## src/shared/vme_bank_consts.vh

```
`ifndef VME_BANK_CONSTS_VH
`define VME_BANK_CONSTS_VH

//--------------------------------
// register offsets
//--------------------------------
`define OFS_FIRMWARE_REVISION 16'h1000
`define OFS_SLOT_POSITION 16'h1002
`define OFS_CHAIN_BROADCAST_ADDRESS 16'h1004
`define OFS_CONTROL_SET 16'h1006
`define OFS_CONTROL_CLEAR 16'h1008
`define OFS_INTERRUPT_LEVEL 16'h100A
`define OFS_INTERRUPT_VECTOR 16'h100C
`define OFS_MODULE_STATUS 16'h100E

//--------------------------------
// control bit positions
//--------------------------------
`define CTRL_BUS_ERROR_BIT 3
`define CTRL_RELOCATION_BIT 4
`define CTRL_SOFT_RESET_BIT 7
`define CTRL_WRITABLE_MASK 16'h0098
`define CTRL_RESET 16'h0000

//--------------------------------
// status bit positions
//--------------------------------
`define STAT_LOCAL_DATA_READY_BIT 0
`define STAT_CHAIN_DATA_READY_BIT 1
`define STAT_BUSY_BIT 2
`define STAT_CHAIN_BUSY_BIT 3
`define STAT_SLOT_MISSING_BIT 4
`define STAT_PURGED_BIT 5
`define STAT_TERM_ALL_ON_BIT 6
`define STAT_TERM_ALL_OFF_BIT 7
`define STAT_EVENT_THRESHOLD_BIT 8

//--------------------------------
// reset values and timing
//--------------------------------
`define SLOT_POSITION_RESET 5'h1F
`define CHAIN_ADDRESS_RESET 8'hAA
`define INTERRUPT_LEVEL_RESET 3'h0
`define INTERRUPT_VECTOR_RESET 8'h00
`define SLOT_LOAD_WAIT 3'h5

`endif

```

## src/verilog/pin_synchronizer.v

```verilog
`timescale 1ns/1ps
//--------------------------------
// three-stage pin synchroniser
//--------------------------------
module pin_synchronizer #(
	parameter WIDTH = 1
) (
	input wire clk_in,
	input wire reset_in,
	input wire [WIDTH-1:0] async_in,
	output reg [WIDTH-1:0] sync_out
);
	reg [WIDTH-1:0] stage1;
	reg [WIDTH-1:0] stage2;
	reg [WIDTH-1:0] stage3;
	integer i;

	always @(posedge clk_in or posedge reset_in) begin
		if (reset_in) begin
			stage1 <= {WIDTH{1'b0}};
			stage2 <= {WIDTH{1'b0}};
			stage3 <= {WIDTH{1'b0}};
			sync_out <= {WIDTH{1'b0}};
		end else begin
			stage1 <= async_in;
			stage2 <= stage1;
			stage3 <= stage2;
			// bit changes once stages two and three agree
			for (i = 0; i < WIDTH; i = i + 1) begin
				if (stage2[i] == stage3[i]) begin
					sync_out[i] <= stage3[i];
				end
			end
		end
	end
endmodule // pin_synchronizer

```

## src/verilog/vme_control_bits.v

```verilog
`timescale 1ns/1ps
`include "vme_bank_consts.vh"
//--------------------------------
// set/clear control bits
//--------------------------------
module vme_control_bits (
	input wire clk_in,
	input wire reset_in,
	input wire set_write_in,
	input wire clear_write_in,
	input wire [15:0] write_data_in,
	input wire bus_error_event_in,
	input wire software_reset_in,
	output reg [15:0] control_out
);
	reg [15:0] next_control;

	always @* begin
		next_control = control_out;
		if (software_reset_in) begin
			next_control[`CTRL_BUS_ERROR_BIT] = 1'b0;
		end
		if (clear_write_in) begin
			next_control = next_control & ~(write_data_in & `CTRL_WRITABLE_MASK);
		end
		if (set_write_in) begin
			next_control = next_control | (write_data_in & `CTRL_WRITABLE_MASK);
		end
		// hardware event wins over any clear
		if (bus_error_event_in) begin
			next_control[`CTRL_BUS_ERROR_BIT] = 1'b1;
		end
	end

	// other bits survive software reset
	always @(posedge clk_in or posedge reset_in) begin
		if (reset_in) begin
			control_out <= `CTRL_RESET;
		end else begin
			control_out <= next_control;
		end
	end
endmodule // vme_control_bits

```

## src/verilog/vme_module_control_status_bank.v

```verilog
`timescale 1ns/1ps
`include "vme_bank_consts.vh"
// Operation
// - read-only revision word, four hex digits
// - slot position loaded from lines on reset
// - five slot bits map address A23..A19
// - no aux connector: writable, default ones
// - aux connector: slot write not answered
// - written slot value applies after software reset
// - broadcast address byte, resets to 0xAA
// - set register: ones set bits, readable
// - bit 0x10 selects relocation base address
// - bus error flag, cleared by resets
// - soft reset holds until cleared
// - other control bits: hardware reset only
// - clear register: ones clear bits, readable
// - three-bit interrupt level, zero disables
// - vector driven during interrupt acknowledge
// - data ready when complete event stored
// - chain ready and busy are line ORs
// - busy: conversion, reset, full, memtest
// - slot missing when no backplane slot
// - purged once chain data sent
// - termination all-on, all-off, both zero mixed
// - threshold: trigger >= count, irq requested; code also needs a nonzero interrupt level

//--------------------------------
// control and status register bank
//--------------------------------
module vme_module_control_status_bank #(
	// arbitrary revision value
	parameter [15:0] FIRMWARE_REVISION = 16'h0A00
) (
	input wire clk_in,
	input wire reset_in,
	input wire software_reset_in,
	input wire aux_slot_connector_in,
	input wire [4:0] slot_lines_in,
	input wire [15:0] reg_addr_in,
	input wire [15:0] reg_wdata_in,
	input wire reg_write_in,
	input wire reg_read_in,
	input wire iack_in,
	input wire bus_error_event_in,
	input wire [4:0] events_stored_in,
	input wire [4:0] event_trigger_in,
	input wire irq_requested_in,
	input wire conversion_active_in,
	input wire buffer_full_in,
	input wire memory_test_in,
	input wire chain_purged_in,
	input wire chain_ready_line_in,
	input wire chain_busy_line_in,
	input wire term_all_on_in,
	input wire term_all_off_in,
	output reg [15:0] reg_rdata_out,
	output reg reg_ack_out,
	output wire [4:0] slot_position_out,
	output wire [7:0] chain_broadcast_address_out,
	output wire base_from_relocation_out,
	output wire bus_error_flag_out,
	output wire module_reset_out,
	output wire [2:0] interrupt_level_out,
	output wire [7:0] interrupt_vector_out,
	output wire local_data_ready_out,
	output wire local_busy_out
);
	//--------------------------------
	// helper functions
	//--------------------------------
	// one register offset match
	function offset_hit;
		input [15:0] addr;
		input [15:0] offset;
		begin
			offset_hit = (addr == offset);
		end
	endfunction

	// byte register in the low half
	function [15:0] byte_word;
		input [7:0] value;
		begin
			byte_word = {8'h00, value};
		end
	endfunction

	//--------------------------------
	// pin synchronisation
	//--------------------------------
	wire aux_sync;
	wire [4:0] slot_lines_sync;
	wire chain_ready_sync;
	wire chain_busy_sync;
	wire term_on_sync;
	wire term_off_sync;

	// all pins share one synchroniser
	pin_synchronizer #(
		.WIDTH(10)
	) u_pins (
		.clk_in(clk_in),
		.reset_in(reset_in),
		.async_in({aux_slot_connector_in, slot_lines_in, chain_ready_line_in,
			chain_busy_line_in, term_all_on_in, term_all_off_in}),
		.sync_out({aux_sync, slot_lines_sync, chain_ready_sync,
			chain_busy_sync, term_on_sync, term_off_sync})
	);

	//--------------------------------
	// address decode
	//--------------------------------
	wire hit_revision = offset_hit(reg_addr_in, `OFS_FIRMWARE_REVISION);
	wire hit_slot = offset_hit(reg_addr_in, `OFS_SLOT_POSITION);
	wire hit_chain = offset_hit(reg_addr_in, `OFS_CHAIN_BROADCAST_ADDRESS);
	wire hit_set = offset_hit(reg_addr_in, `OFS_CONTROL_SET);
	wire hit_clear = offset_hit(reg_addr_in, `OFS_CONTROL_CLEAR);
	wire hit_level = offset_hit(reg_addr_in, `OFS_INTERRUPT_LEVEL);
	wire hit_vector = offset_hit(reg_addr_in, `OFS_INTERRUPT_VECTOR);
	wire hit_status = offset_hit(reg_addr_in, `OFS_MODULE_STATUS);
	// only the eight offsets answer
	wire hit_any = hit_revision | hit_slot | hit_chain | hit_set |
		hit_clear | hit_level | hit_vector | hit_status;

	// slot writes are refused on boards with the aux connector
	wire slot_write_refused = reg_write_in & hit_slot & aux_sync;
	wire write_taken = reg_write_in & hit_any & ~slot_write_refused;
	wire read_taken = reg_read_in & hit_any;

	//--------------------------------
	// control bits
	//--------------------------------
	wire [15:0] control_bits;
	wire soft_reset_hold = control_bits[`CTRL_SOFT_RESET_BIT];
	// hold bit keeps software reset asserted
	wire software_reset = software_reset_in | soft_reset_hold;

	vme_control_bits u_control (
		.clk_in(clk_in),
		.reset_in(reset_in),
		.set_write_in(write_taken & hit_set),
		.clear_write_in(write_taken & hit_clear),
		.write_data_in(reg_wdata_in),
		.bus_error_event_in(bus_error_event_in),
		.software_reset_in(software_reset),
		.control_out(control_bits)
	);

	//--------------------------------
	// slot position
	//--------------------------------
	reg [4:0] slot_written;
	reg [4:0] slot_position;
	reg slot_load_pending;
	reg [2:0] slot_load_wait;

	// written value kept through software reset, used at next load
	always @(posedge clk_in or posedge reset_in) begin
		if (reset_in) begin
			slot_written <= `SLOT_POSITION_RESET;
		end else if (write_taken & hit_slot) begin
			slot_written <= reg_wdata_in[4:0];
		end
	end

	// load waits for the synchroniser to fill after any reset
	always @(posedge clk_in or posedge reset_in) begin
		if (reset_in) begin
			slot_position <= `SLOT_POSITION_RESET;
			slot_load_pending <= 1'b1;
			slot_load_wait <= `SLOT_LOAD_WAIT;
		end else if (software_reset) begin
			slot_load_pending <= 1'b1;
			slot_load_wait <= `SLOT_LOAD_WAIT;
		end else if (slot_load_pending) begin
			if (slot_load_wait != 3'h0) begin
				slot_load_wait <= slot_load_wait - 3'h1;
			end else begin
				slot_load_pending <= 1'b0;
				// strap low: software-written slot applies
				if (aux_sync) begin
					slot_position <= slot_lines_sync;
				end else begin
					slot_position <= slot_written;
				end
			end
		end
	end

	//--------------------------------
	// broadcast address and interrupt setup
	//--------------------------------
	reg [7:0] chain_address;
	reg [2:0] interrupt_level;
	reg [7:0] interrupt_vector;

	always @(posedge clk_in or posedge reset_in) begin
		if (reset_in) begin
			chain_address <= `CHAIN_ADDRESS_RESET;
			interrupt_level <= `INTERRUPT_LEVEL_RESET;
			interrupt_vector <= `INTERRUPT_VECTOR_RESET;
		end else begin
			if (write_taken & hit_chain) begin
				chain_address <= reg_wdata_in[7:0];
			end
			if (write_taken & hit_level) begin
				interrupt_level <= reg_wdata_in[2:0];
			end
			if (write_taken & hit_vector) begin
				interrupt_vector <= reg_wdata_in[7:0];
			end
		end
	end

	wire interrupt_enabled = (interrupt_level != 3'h0);
	// vector answer only when no read or write is taken
	wire iack_taken = iack_in & interrupt_enabled & ~write_taken & ~read_taken;

	// board counts as resetting during hold and slot load
	wire resetting = software_reset | slot_load_pending;

	//--------------------------------
	// status derivation
	//--------------------------------
	reg local_data_ready;
	reg local_busy;
	reg event_threshold_flag;
	reg chain_data_ready;
	reg chain_busy;
	reg purged;

	always @(posedge clk_in or posedge reset_in) begin
		if (reset_in) begin
			local_data_ready <= 1'b0;
			local_busy <= 1'b1;
			event_threshold_flag <= 1'b0;
			chain_data_ready <= 1'b0;
			chain_busy <= 1'b0;
			purged <= 1'b0;
		end else begin
			local_data_ready <= (events_stored_in != 5'h00);
			local_busy <= conversion_active_in | resetting | buffer_full_in | memory_test_in;
			// threshold needs a live interrupt level
			event_threshold_flag <= (event_trigger_in >= events_stored_in) &
				irq_requested_in & interrupt_enabled;
			// chain lines arrive already ORed on the wire
			chain_data_ready <= chain_ready_sync;
			chain_busy <= chain_busy_sync;
			purged <= chain_purged_in;
		end
	end

	reg [15:0] status_word;

	always @* begin
		status_word = 16'h0000;
		status_word[`STAT_LOCAL_DATA_READY_BIT] = local_data_ready;
		status_word[`STAT_CHAIN_DATA_READY_BIT] = chain_data_ready;
		status_word[`STAT_BUSY_BIT] = local_busy;
		status_word[`STAT_CHAIN_BUSY_BIT] = chain_busy;
		status_word[`STAT_SLOT_MISSING_BIT] = ~aux_sync;
		status_word[`STAT_PURGED_BIT] = purged;
		status_word[`STAT_TERM_ALL_ON_BIT] = term_on_sync;
		status_word[`STAT_TERM_ALL_OFF_BIT] = term_off_sync;
		status_word[`STAT_EVENT_THRESHOLD_BIT] = event_threshold_flag;
	end

	//--------------------------------
	// read multiplexer
	//--------------------------------
	reg [15:0] read_value;

	always @* begin
		case (reg_addr_in)
			`OFS_FIRMWARE_REVISION: begin
				read_value = FIRMWARE_REVISION;
			end
			`OFS_SLOT_POSITION: begin
				read_value = {11'h000, slot_position};
			end
			`OFS_CHAIN_BROADCAST_ADDRESS: begin
				read_value = byte_word(chain_address);
			end
			`OFS_CONTROL_SET: begin
				read_value = control_bits;
			end
			`OFS_CONTROL_CLEAR: begin
				read_value = control_bits;
			end
			`OFS_INTERRUPT_LEVEL: begin
				read_value = {13'h0000, interrupt_level};
			end
			`OFS_INTERRUPT_VECTOR: begin
				read_value = byte_word(interrupt_vector);
			end
			`OFS_MODULE_STATUS: begin
				read_value = status_word;
			end
			default: begin
				read_value = 16'h0000;
			end
		endcase
	end

	//--------------------------------
	// bus response
	//--------------------------------
	// unmapped or refused cycles get no acknowledge and time out
	// a write wins over a read, a read over an acknowledge
	always @(posedge clk_in or posedge reset_in) begin
		if (reset_in) begin
			reg_ack_out <= 1'b0;
			reg_rdata_out <= 16'h0000;
		end else if (write_taken) begin
			reg_ack_out <= 1'b1;
			reg_rdata_out <= 16'h0000;
		end else if (read_taken) begin
			reg_ack_out <= 1'b1;
			reg_rdata_out <= read_value;
		end else if (iack_taken) begin
			reg_ack_out <= 1'b1;
			reg_rdata_out <= byte_word(interrupt_vector);
		end else begin
			reg_ack_out <= 1'b0;
			reg_rdata_out <= 16'h0000;
		end
	end

	//--------------------------------
	// outputs
	//--------------------------------
	assign slot_position_out = slot_position;
	assign chain_broadcast_address_out = chain_address;
	assign base_from_relocation_out = control_bits[`CTRL_RELOCATION_BIT];
	assign bus_error_flag_out = control_bits[`CTRL_BUS_ERROR_BIT];
	assign module_reset_out = soft_reset_hold;
	assign interrupt_level_out = interrupt_level;
	assign interrupt_vector_out = interrupt_vector;
	assign local_data_ready_out = local_data_ready;
	assign local_busy_out = local_busy;
endmodule // vme_module_control_status_bank

```

## config.mk

```make
export PLATFORM = sky130hd
export DESIGN_NAME = vme_module_control_status_bank
export DESIGN_NICKNAME = d
export VERILOG_FILES = /design/src/verilog/pin_synchronizer.v /design/src/verilog/vme_control_bits.v /design/src/verilog/vme_module_control_status_bank.v
export VERILOG_INCLUDE_DIRS = /design/src /design/src/shared
export SDC_FILE = /design/constraint.sdc
export NUM_CORES = 1
export LEC_CHECK = 0
export ABC_AREA = 1
export BUFFER_PORTS_ARGS = -buffer_cell sky130_fd_sc_hd__buf_2
export CAP_MARGIN = 20
export CORE_ASPECT_RATIO = 0.8
export CORE_MARGIN = 1.5
export CORE_UTILIZATION = 47
export DETAILED_ROUTE_END_ITERATION = 8
export PLACE_DENSITY = 0.74
export SLEW_MARGIN = 20
export SYNTH_ARGS = -nofsm -noshare
export SYNTH_HDL_FRONTEND = slang
export SYNTH_SLANG_ARGS = --single-unit
export TNS_END_PERCENT = 100
```

## constraint.sdc

```tcl
create_clock -name clk_in -period 3.1 [get_ports clk_in]
set_clock_uncertainty 0.15 [all_clocks]
set_input_delay 0.62 -clock clk_in [delete_from_list [all_inputs] [get_ports clk_in]]
set_output_delay 0.62 -clock clk_in [all_outputs]
set_load 0.02 [all_outputs]
```

==> results of run 1 <==
[layer usage]
metal  part of all wire [%]  routed length [um]  GRT usage (%)  up-vias
met5                      0                   0              0        -
met2                     47                4110           32.9      123
met4                    1.7                 147           4.97        0
li1                       -                   -              -     1532
met1                     43                3830           27.3     1478
met3                    8.5                 747           5.56       14
[stage by stage]
stage          hold slack [ns]  util, %  setup WS [ns]  cells
2_1_floorplan            0.181        -           1.01    424
3_3_place_gp             0.182     55.0          0.517    622
3_5_place_dp             0.185     55.0          0.458    622
4_1_cts                  0.131     57.4          0.838    638
5_1_grt                  0.142     57.4          0.610    638
6_report                 0.115     57.4          0.815    638
[layout make-up]
cell class                      count  area (um^2)
Clock buffer                        9          124
Clock inverter                      7         76.3
Fill cell                         744         3600
Inverter                           50          196
Multi-Input combinational cell    270         1460
Sequential cell                    93         2350
Tap cell                          112          140
Timing Repair Buffer               97          500
[placed cells by master, fill, tap and decap left out, drive strengths merged]
cell type	count
buf	97
a21oi	12
o21bai	2
nor3	3
nand4	4
nor3b	1
clkinv	4
conb	5
a21boi	2
clkinvlp	3
dfrtp	75
o21ai	35
a21o	1
dfstp	18
bufinv	1
o211ai	4
ha	7
o21a	3
nand2	111
nor4	1
nand3	26
clkbuf	9
a211oi	1
maj3	10
inv	49
nor2	42
[sequential cells by signal, summed over array words and instances (netlist names), 3 cells and up, named ones only]
register                     cells
u_pins.sync_out                 10
interrupt_level_out              3
slot_position_out                5
slot_written                     5
slot_load_wait                   3
reg_rdata_out                   10
chain_broadcast_address_out      8
u_pins.stage2                   10
u_pins.stage3                   10
interrupt_vector_out             8
u_pins.stage1                   10
[final timing paths]
check | from | end | slack, ns | cells after the start
max reg2reg | register | slot_position_out[1]$_DFFE_PP1P_ | 1.08 | 5
max in group asynchronous | reset_in | chain_broadcast_address_out[3]$_DFFE_PP1P_ | 1.93 | 3
max | reg_addr_in[15] | reg_rdata_out[6]$_DFF_PP0_ | 0.81 | 10
min reg2reg | u_pins.stage1[6]$_DFF_PP0_ | u_pins.stage2[6]$_DFF_PP0_ | 0.20 | 0
min | reset_in | u_pins.stage1[0]$_DFF_PP0_ | 0.12 | 2
min in group clk_in | chain_ready_line_in | u_pins.stage1[3]$_DFF_PP0_ | 0.20 | 1
[cell families (layout without fill, tap and decap cells)]
group / Yosys count / count (layout) / share of synthesized area, %
buffers and inverters: 61 / 163 / 6.94
other: 1 / 5 / 0.0920
AOI/OAI and AO/OA: 60 / 60 / 9.27
adders and majority gates: 17 / 17 / 4.61
DFF: 93 / 93 / 57.7
and+or+nand+nor: 188 / 188 / 21.4
[power by group]
part,internal [mW],switching (mW),total [mW]
Clock,0.375,0.430,0.804
Sequential,1.34,0.0588,1.40
Combinational,0.121,0.198,0.319
==> results.md, run 1 <==
* Post-synth EDFFs at 0
* # H-tree levels at 3
* Worst path required time at approximately 3.2 ns
* Drt drc at 0
* Fmax achieved at about 440 MHz
* Avg Cell Area, Syn at ~9.7 um^2
* CTS Hold Bufs at 0
* Post-cts sizing count at 0
* Crit-path slowest cell: a21boi_2
* Tot Pwr at ~2.5 mW
* CP Data Arrival Time at 2.42 ns
* DRT antenna net count at 0
* Rel. slew slack at approximately three fifths
* Period utilization at approximately 74%
* Fin. max-slew vios at 0
* CTS tree: built
* Worst Setup Start Kind: primary input
* RD Place Congestion at 0.866
* Clock network latency to the later pin of the worst-skew pair at between 0.3 and 0.4 ns
* Clk slew on worst S/H paths at 0.09 ns
* Pre-antenna DRT Iters at 5
* Peak supply drop at just under 0.4 mV
* Power per Cell Area at around 520 nW/um^2
* Yosys cell types at 33
* Bufs and invs on worst path at 1
* Largest delay share family, worst path: simple AND/OR/NAND/NOR gates
* Syn. warnings at 0
* Slowest stage delay, CP at roughly 0.4 ns
* CTS Buffer Depth at 2
* Setup Crit Path Kind: primary input to register
* Final setup viols at 0
* Final instance area at between 4000 and 5000 um^2
* Outcome: finished, final reports clean
* FFs w/ async S/R, synth at between 90% and 100%
* Layout area overhead at 18.9%
* TritonCTS buffer count at 9
* Most common cell in the netlist: nand2_1
* Vias/cell at 4.93
* Initial core utilization at roughly half
* List of most frequent post-synthesis cells: nand2_1 (96), dfrtp_1 (75), inv_1 (48), nor2_1 (31), nand3_1 (26)
* Syn Inst Count at 420
* Max Cap Viol at 0
* Row cnt at 30
* Crit-path cells: buf_2 > nor2_1 > nand2_2 > nor2_4 > nand2_1 > nand2_2 > nor2_2 > a21boi_2 > nand2_1 > a21oi_1
* DRT iter0 DRCs at around 220
* DP HPWL at approximately 6500 um
* Synth Register Bits at a little over 90
* Leakage at ~2.5 nW
* Total global-route track usage at 20.3%
* Clock Sinks at 93
* Share of the yosys chip area belonging to registers at between 50% and 60%
* Largest net degree at the start of global routing at between 70 and 80
* RSZ-0062 raised after global routing: false
* Via count at ~3100
* Detailed Route WL at just under 9000 um
* CORE AREA at about 8400 um^2
* # diodes at 0
* Layout cell share with drive strength beyond 1 at between 30 and 40%
* # port buffers at 96
* Die height at ~86 um
* Worst Path Max Fanout at 15
* Synth area leaders: dfrtp_1 (46%), dfstp_2 (12%), nand2_1 (8.8%)
* Number of failing hold endpoints at the final stage at 0
* Min-delay worst type: primary input to asynchronous set/reset pin
* Syn Std Cell Area at a little over 4000 um^2
* Setup TNS at 0 ns
* Cell taking the most area after synthesis: dfrtp_1
* Vias in the first global route at between 3000 and 4000
* Setup bufs post-CTS at 0
* Post-layout minimum cycle time at 2.29 ns
* Die Wd at between 100 and 150 um
* Area after DPL at 4640 um^2
* Synth top area share at 46.1%
* First-pass GRT wire length at ~15000 um
* Setup crit end kind: register
* Top_reg_cell synth: dfrtp_1
* Die ar. at around 9200 um^2
* # IOs at between 100 and 150
* Wire per inst at around 14 um
* Fin nets at 592
* Gr ovfl total at 0
* Slew @ Worst Pin at 0.608 ns
* Root Buffer: clkbuf_8
* Initial antenna violation count at 0
Power figures use the tool's default switching activity.
==> inputs of run 2 (changes only) <==
- CORE_UTILIZATION: 47 -> 50
- PLACE_DENSITY: 0.74 -> 0.75
- clock period: 3.1 -> 2.3 ns (I/O delays scaled with it)
==> run 2 against run 1 <==
  * Non-clock buffer count is 18 higher
  * Sequential power is 34% higher
  * Wire length is 0.84% higher
  * Utilization is 5.7 points higher
  * Sequential share of layout area is 1.4 points lower
  * Flip-flop and latch count stayed put
  * Critical path type unchanged
  * Global-route usage is 1.2 points higher
  * Largest cell class unchanged
  * Power is 35% higher
  * Worst setup slack worse by 0.32 ns
  * First-iteration DRC count is 4.7% higher
  * Clock power is 34% higher
  * Combinational power is 37% higher
==> results.md, run 2 (synthesis gave the netlist of run 1 again) <==
* Outcome: finished, final reports clean
* Power per Cell Area at just under 700 nW/um^2
* Largest net degree at the start of global routing at 94
* Final instance area at 4990 um^2
* Setup bufs post-CTS at 0
* TritonCTS buffer count at 9
* Setup crit end kind: register
* Peak supply drop at between 0.4 and 0.5 mV
* Setup Crit Path Kind: primary input to register
* Max Cap Viol at 0
* Row cnt at 29
* CTS Buffer Depth at 2
* Worst path required time at around 2.4 ns
* # port buffers at 96
* Setup TNS at 0 ns
* Leakage at roughly 2.6 nW
* Number of fill cells at around 700
* Final setup viols at 0
* Largest delay share family, worst path: simple AND/OR/NAND/NOR gates
* Initial antenna violation count at 0
* DP HPWL at 6700 um
* Core Util, Final at between 60% and 70%
* Number of failing hold endpoints at the final stage at 0
* Fin nets at 610
* Detailed Route WL at slightly below 9000 um
* RSZ-0062 raised after global routing: false
* # IOs at 110
* Most frequent cells in the layout: nand2_1 (96), buf_2 (96), dfrtp_1 (75)
* Crit-path cells: buf_2 > nor2_1 > nand2_2 > nor2_1 > nand2_4 > nand2_4 > nor2_2 > nand2_4 > nand2_4 > inv_6 > nand2_4 > nand2_1 > o21ai_2
* Root Buffer: clkbuf_8
* Slowest stage delay, CP at 0.26 ns
* Period utilization at about four fifths
* Fmax achieved at around 560 MHz
* Bufs and invs on worst path at 2
* Pre-antenna DRT Iters at 4
* Final Hold Slack at ~0.029 ns
* Most frequent CP cell: nand2_4
* Fin. max-slew vios at 0
* Post-layout minimum cycle time at roughly 1.8 ns
* Clock Sinks at 93
* Die Wd at 104 um
* Fin worst setup slack at about 0.5 ns
* DRT iter0 DRCs at approximately 230
* # H-tree levels at 3
* Die height at roughly 84 um
* Vias/cell at 4.99
* Vias in the first global route at 3084
* Dpl cells at 636
* Tot Pwr at 3.40 mW
* Via count at around 3300
* Clock network latency to the later pin of the worst-skew pair at 0.38 ns
* CTS tree: built
* Slew @ Worst Pin at 0.636 ns
* CP Data Arrival Time at 1.92 ns
* CTS Hold Bufs at 0
* CORE AREA at between 7000 and 8000 um^2
* DRT antenna net count at 0
* Gr ovfl total at 0
* Layout cell share with drive strength beyond 1 at between 30% and 40%
* Finished Layout Cells at about 650
* Area after DPL at roughly 4800 um^2
* Total global-route track usage at 21.5%
* Rel. slew slack at a little under three fifths
* Min-delay worst type: primary input to register
* Drt drc at 0
* Worst Setup Start Kind: primary input
* Pre-CTS setup slack at a little over 0.1 ns
* # diodes at 0
* RD Place Congestion at between 0.8 and 0.9
* Wire per inst at between 10 and 15 um
* Worst Path Max Fanout at 16
* Layout area overhead at 22.5%
* Die ar. at between 8000 and 9000 um^2
* Crit-path slowest cell: nor2_1
* Initial core utilization at 51.5%
* First-pass GRT wire length at about 15000 um
* Clk slew on worst S/H paths at around 0.10 ns
* Post-cts sizing count at 0
## run 2: changes by cell type in the layout (fill, tap and decap cells not counted), sizes merged
cell      delta
buf         +18
inv          +3
bufinv       -1
clkinv       -1
clkinvlp     -1
## run 2: power by group
part           total (mW)  leakage [nW]  switching, mW  internal (mW)
clock                1.08        0.0994          0.651          0.431
sequential           1.88          1.11         0.0803           1.80
combinational       0.436          1.41          0.269          0.167
## run 2: final cells by class
type	count	area [um^2]	area share (%)
Sequential cell	93	2350	47.1
Tap cell	108	135	2.71
Inverter	50	196	3.94
Clock buffer	9	124	2.48
Clock inverter	7	80.1	1.60
Timing Repair Buffer	115	648	13.0
Multi-Input combinational cell	270	1460	29.2
## run 2: layer usage
layer	global-route usage, %	routed length, um	up-vias
li1	-	-	1576
met3	5.70	583	26
met1	27.8	3850	1532
met5	0	0	-
met2	35.9	4270	120
met4	6.31	216	0
## run 2: worst paths after layout
path / startpoint / to / slack (ns) / depth (start not counted)
worst min register to register: u_pins.stage1[0]$_DFF_PP0_ / u_pins.stage2[0]$_DFF_PP0_ / 0.21 / 0
worst max-delay path: reg_addr_in[5] / interrupt_vector_out[7]$_DFFE_PP0P_ / 0.50 / 13
max in group asynchronous: reset_in / slot_written[3]$_DFFE_PP1P_ / 1.57 / 3
min in group asynchronous: reset_in / u_pins.stage1[0]$_DFF_PP0_ / 0.05 / 3
worst min-delay path: slot_lines_in[4] / u_pins.stage1[8]$_DFF_PP0_ / 0.03 / 1
worst max register to register: register / slot_position_out[2]$_DFFE_PP1P_ / 0.69 / 6
## run 2: worst reg2reg max path, stage by stage, from the launching register on
cell	delay, ns
dfrtp_1	0.44
nor2_1	0.23
inv_1	0.13
nor3b_2	0.19
buf_4	0.19
o211ai_1	0.10
o21a_1	0.12
==> inputs of run 3 (changes only) <==
- ABC_AREA: 1 -> 0
- clock period: 2.3 -> 1.8 ns (I/O delays scaled with it)
==> run 3 against run 2 <==
  * The flow now finishes with violations (negative setup slack)
  * Die area is 5.4% lower
  * Sequential share of layout area is 3.2 points lower
  * First-iteration DRC count is 28% lower
  * Synthesized area is 5.6% lower
  * Flip-flop and latch count stayed put
  * Global-route usage is 3.3 points higher
  * Utilization is 8.9 points higher
  * Largest power group unchanged
==> results.md, run 3 <==
* Outcome: finished, violations left
* Failing checks: negative setup slack
* DRT iter0 DRCs at ~160
* GR Util met1 at a little under a third
* Largest net degree at the start of global routing at 62
* Worst path required time at ~1.9 ns
* Worst Path Max Fanout at 5
* Syn Std Cell Area at 3850 um^2
* Most common cell after layout, fill and taps aside: buf_2
* Most frequent CP cell: buf_6
* Bufs and invs on worst path at 2
* CTS tree: built
* Largest delay share family, worst path: simple AND/OR/NAND/NOR gates
* Clock Sinks at 93
* Leakage at approximately 2.6 nW
* Syn Inst Count at 315
* Row cnt at 28
* Core Util, Final at slightly above 70%
* Met3 GRT Util at slightly below 6%
* Vias in the first global route at just over 3000
* # H-tree levels at 3
* Fin. max-slew vios at 0
* Share of the yosys chip area belonging to registers at between 60 and 70%
* RD Place Congestion at ~0.96
* Die ar. at roughly 8000 um^2
* Fin worst setup slack at -0.309 ns
* Crit-path cells: buf_6 > or4b_4 > or4_4 > nor3_4 > buf_6 > mux2_4
* Total global-route track usage at approximately a quarter
* Via count at between 3000 and 4000
* Final setup viols at 32
* Peak supply drop at about 0.56 mV
* Worst Setup Start Kind: primary input
* Pre-antenna DRT Iters at 4
* Met2 Use GR at 42.1%
* Wire per inst at 16.4 um
* CORE AREA at ~7400 um^2
* CP Data Arrival Time at 2.20 ns
* Worst reg2reg startpoint: u_pins.sync_out[9]$_DFFE_PP0N_
* Number of failing hold endpoints at the final stage at 0
* Fin nets at roughly 550
* Vias/cell at between 5 and 6
* Clk slew on worst S/H paths at about 0.080 ns
* Initial antenna violation count at 0
* Syn. warnings at 0
* Initial core utilization at about 52%
* CP startpoint: reg_addr_in[10]
* Die height at just over 80 um
* Setup crit end kind: register
* RSZ-0062 raised after global routing: true
* FFs w/ async S/R, synth at 100%
* First-pass GRT wire length at 15100 um
* Drt drc at 0
* Die Wd at roughly 100 um
* Detailed Route WL at about 9600 um
* DRT antenna net count at 0
* Post-layout minimum cycle time at 2.11 ns
* Gr busiest metal: met2
* TritonCTS buffer count at 9
* Most frequent cells in the layout: buf_2 (95), dfrtp_1 (75), buf_4 (44)
* Number of fill cells at approximately 530
* # diodes at 0
* DP HPWL at around 7000 um
* Most common cell in the netlist: dfrtp_1
* Slowest stage delay, CP at 0.56 ns
* Setup Crit Path Kind: primary input to register
* Period utilization at 117%
* Synth Register Bits at 93
* Top_reg_cell synth: dfrtp_1
* Yosys cell types at 45
* Gr ovfl total at 0
* Synth area leaders: dfrtp_1 (49%), dfstp_2 (12%), mux2_2 (7.6%)
* Min-delay worst type: primary input to register
* Crit-path slowest cell: or4_4
* Max Cap Viol at 0
* Post-synth EDFFs at 0
* Root Buffer: clkbuf_8
* List of most frequent post-synthesis cells: dfrtp_1 (75), nand2_1 (32), mux2_2 (26), dfstp_2 (18), nor2_1 (14)
* # IOs at between 100 and 150
* Cell taking the most area after synthesis: dfrtp_1
* Layout cell share with drive strength beyond 1 at 46.3%
* Clock network latency to the later pin of the worst-skew pair at around 0.36 ns
* Power per Cell Area at 839 nW/um^2
* Tot Pwr at about 4.5 mW
* # port buffers at 96
* Avg Cell Area, Syn at 12.2 um^2
* Fmax achieved at between 400 and 500 MHz
* HP Start: software_reset_in
* Layout area overhead at 39.1%
* CTS Buffer Depth at 2
* Synth top area share at between 40% and 50%
==> run 3: metal layers <==
layer | share of wire, % | wire [um]
met5 | 0 | 0
met4 | 1.7 | 160
met3 | 6.9 | 668
met2 | 48 | 4620
met1 | 43 | 4180
==> run 3: metrics by stage <==
step	setup slack, ns	cells	instance area [um^2]	hold slack [ns]	TNS [ns]
6_report	-0.309	587	5350	0.0198	-4.20
5_1_grt	-0.330	587	5350	0.0127	-5.80
4_1_cts	-0.296	587	5300	0.00260	-4.82
3_5_place_dp	-0.781	558	4820	0.110	-18.97
3_3_place_gp	-0.765	558	4820	0.108	-18.71
2_1_floorplan	-0.755	319	3870	0.181	-13.21
==> run 3: final cells by class <==
type	instances	area (um^2)	area share (%)
timing repair buffer	161	1060	19.7
tap	105	131	2.46
clock inverter	6	96.3	1.80
inverter	11	45.0	0.842
multi-input combinational	202	1550	28.9
clock buffer	9	124	2.32
sequential	93	2350	43.9
==> run 3: path summary, 6_finish.rpt <==
kind,slack [ns],end,depth (start not counted)
hold reg to reg,0.20,u_pins.stage2[4]$_DFF_PP0_,0
max in group asynchronous,0.66,slot_load_pending$_DFF_PP1_,4
setup reg to reg,-0.24,chain_broadcast_address_out[4]$_DFFE_PP0P_,6
min in group asynchronous,0.27,u_pins.stage1[2]$_DFF_PP0_,3
hold / removal,0.02,slot_load_wait[1]$_DFFE_PP0P_,2
setup / recovery,-0.31,chain_broadcast_address_out[4]$_DFFE_PP0P_,6
==> run 3: cell families after synthesis <==
family	count (synthesis)	share of synthesized area, %
compound gates	42	6.99
xor+xnor	1	0.228
fa+ha+maj	17	4.88
buf+inv	24	2.96
flops	93	61.1
mux	34	9.69
other cells	1	0.0975
simple gates	103	14.1
==> run 3: timing repair <==
action | in CTS | in global routing
endpoints found under the setup margin | 33 | 39
setup buffers | 2 | 1
hold endpoints to repair | 86 | 0
hold buffers | 12 | 0
pin swaps | 5 | 4
gates resized for setup | 28 | 12
==> run 3: power by group <==
group | switching, mW | total, mW | leakage [nW] | internal (mW)
Combinational | 0.346 | 0.614 | 1.38 | 0.268
Clock | 0.732 | 1.52 | 0.108 | 0.791
Sequential | 0.0907 | 2.35 | 1.13 | 2.26
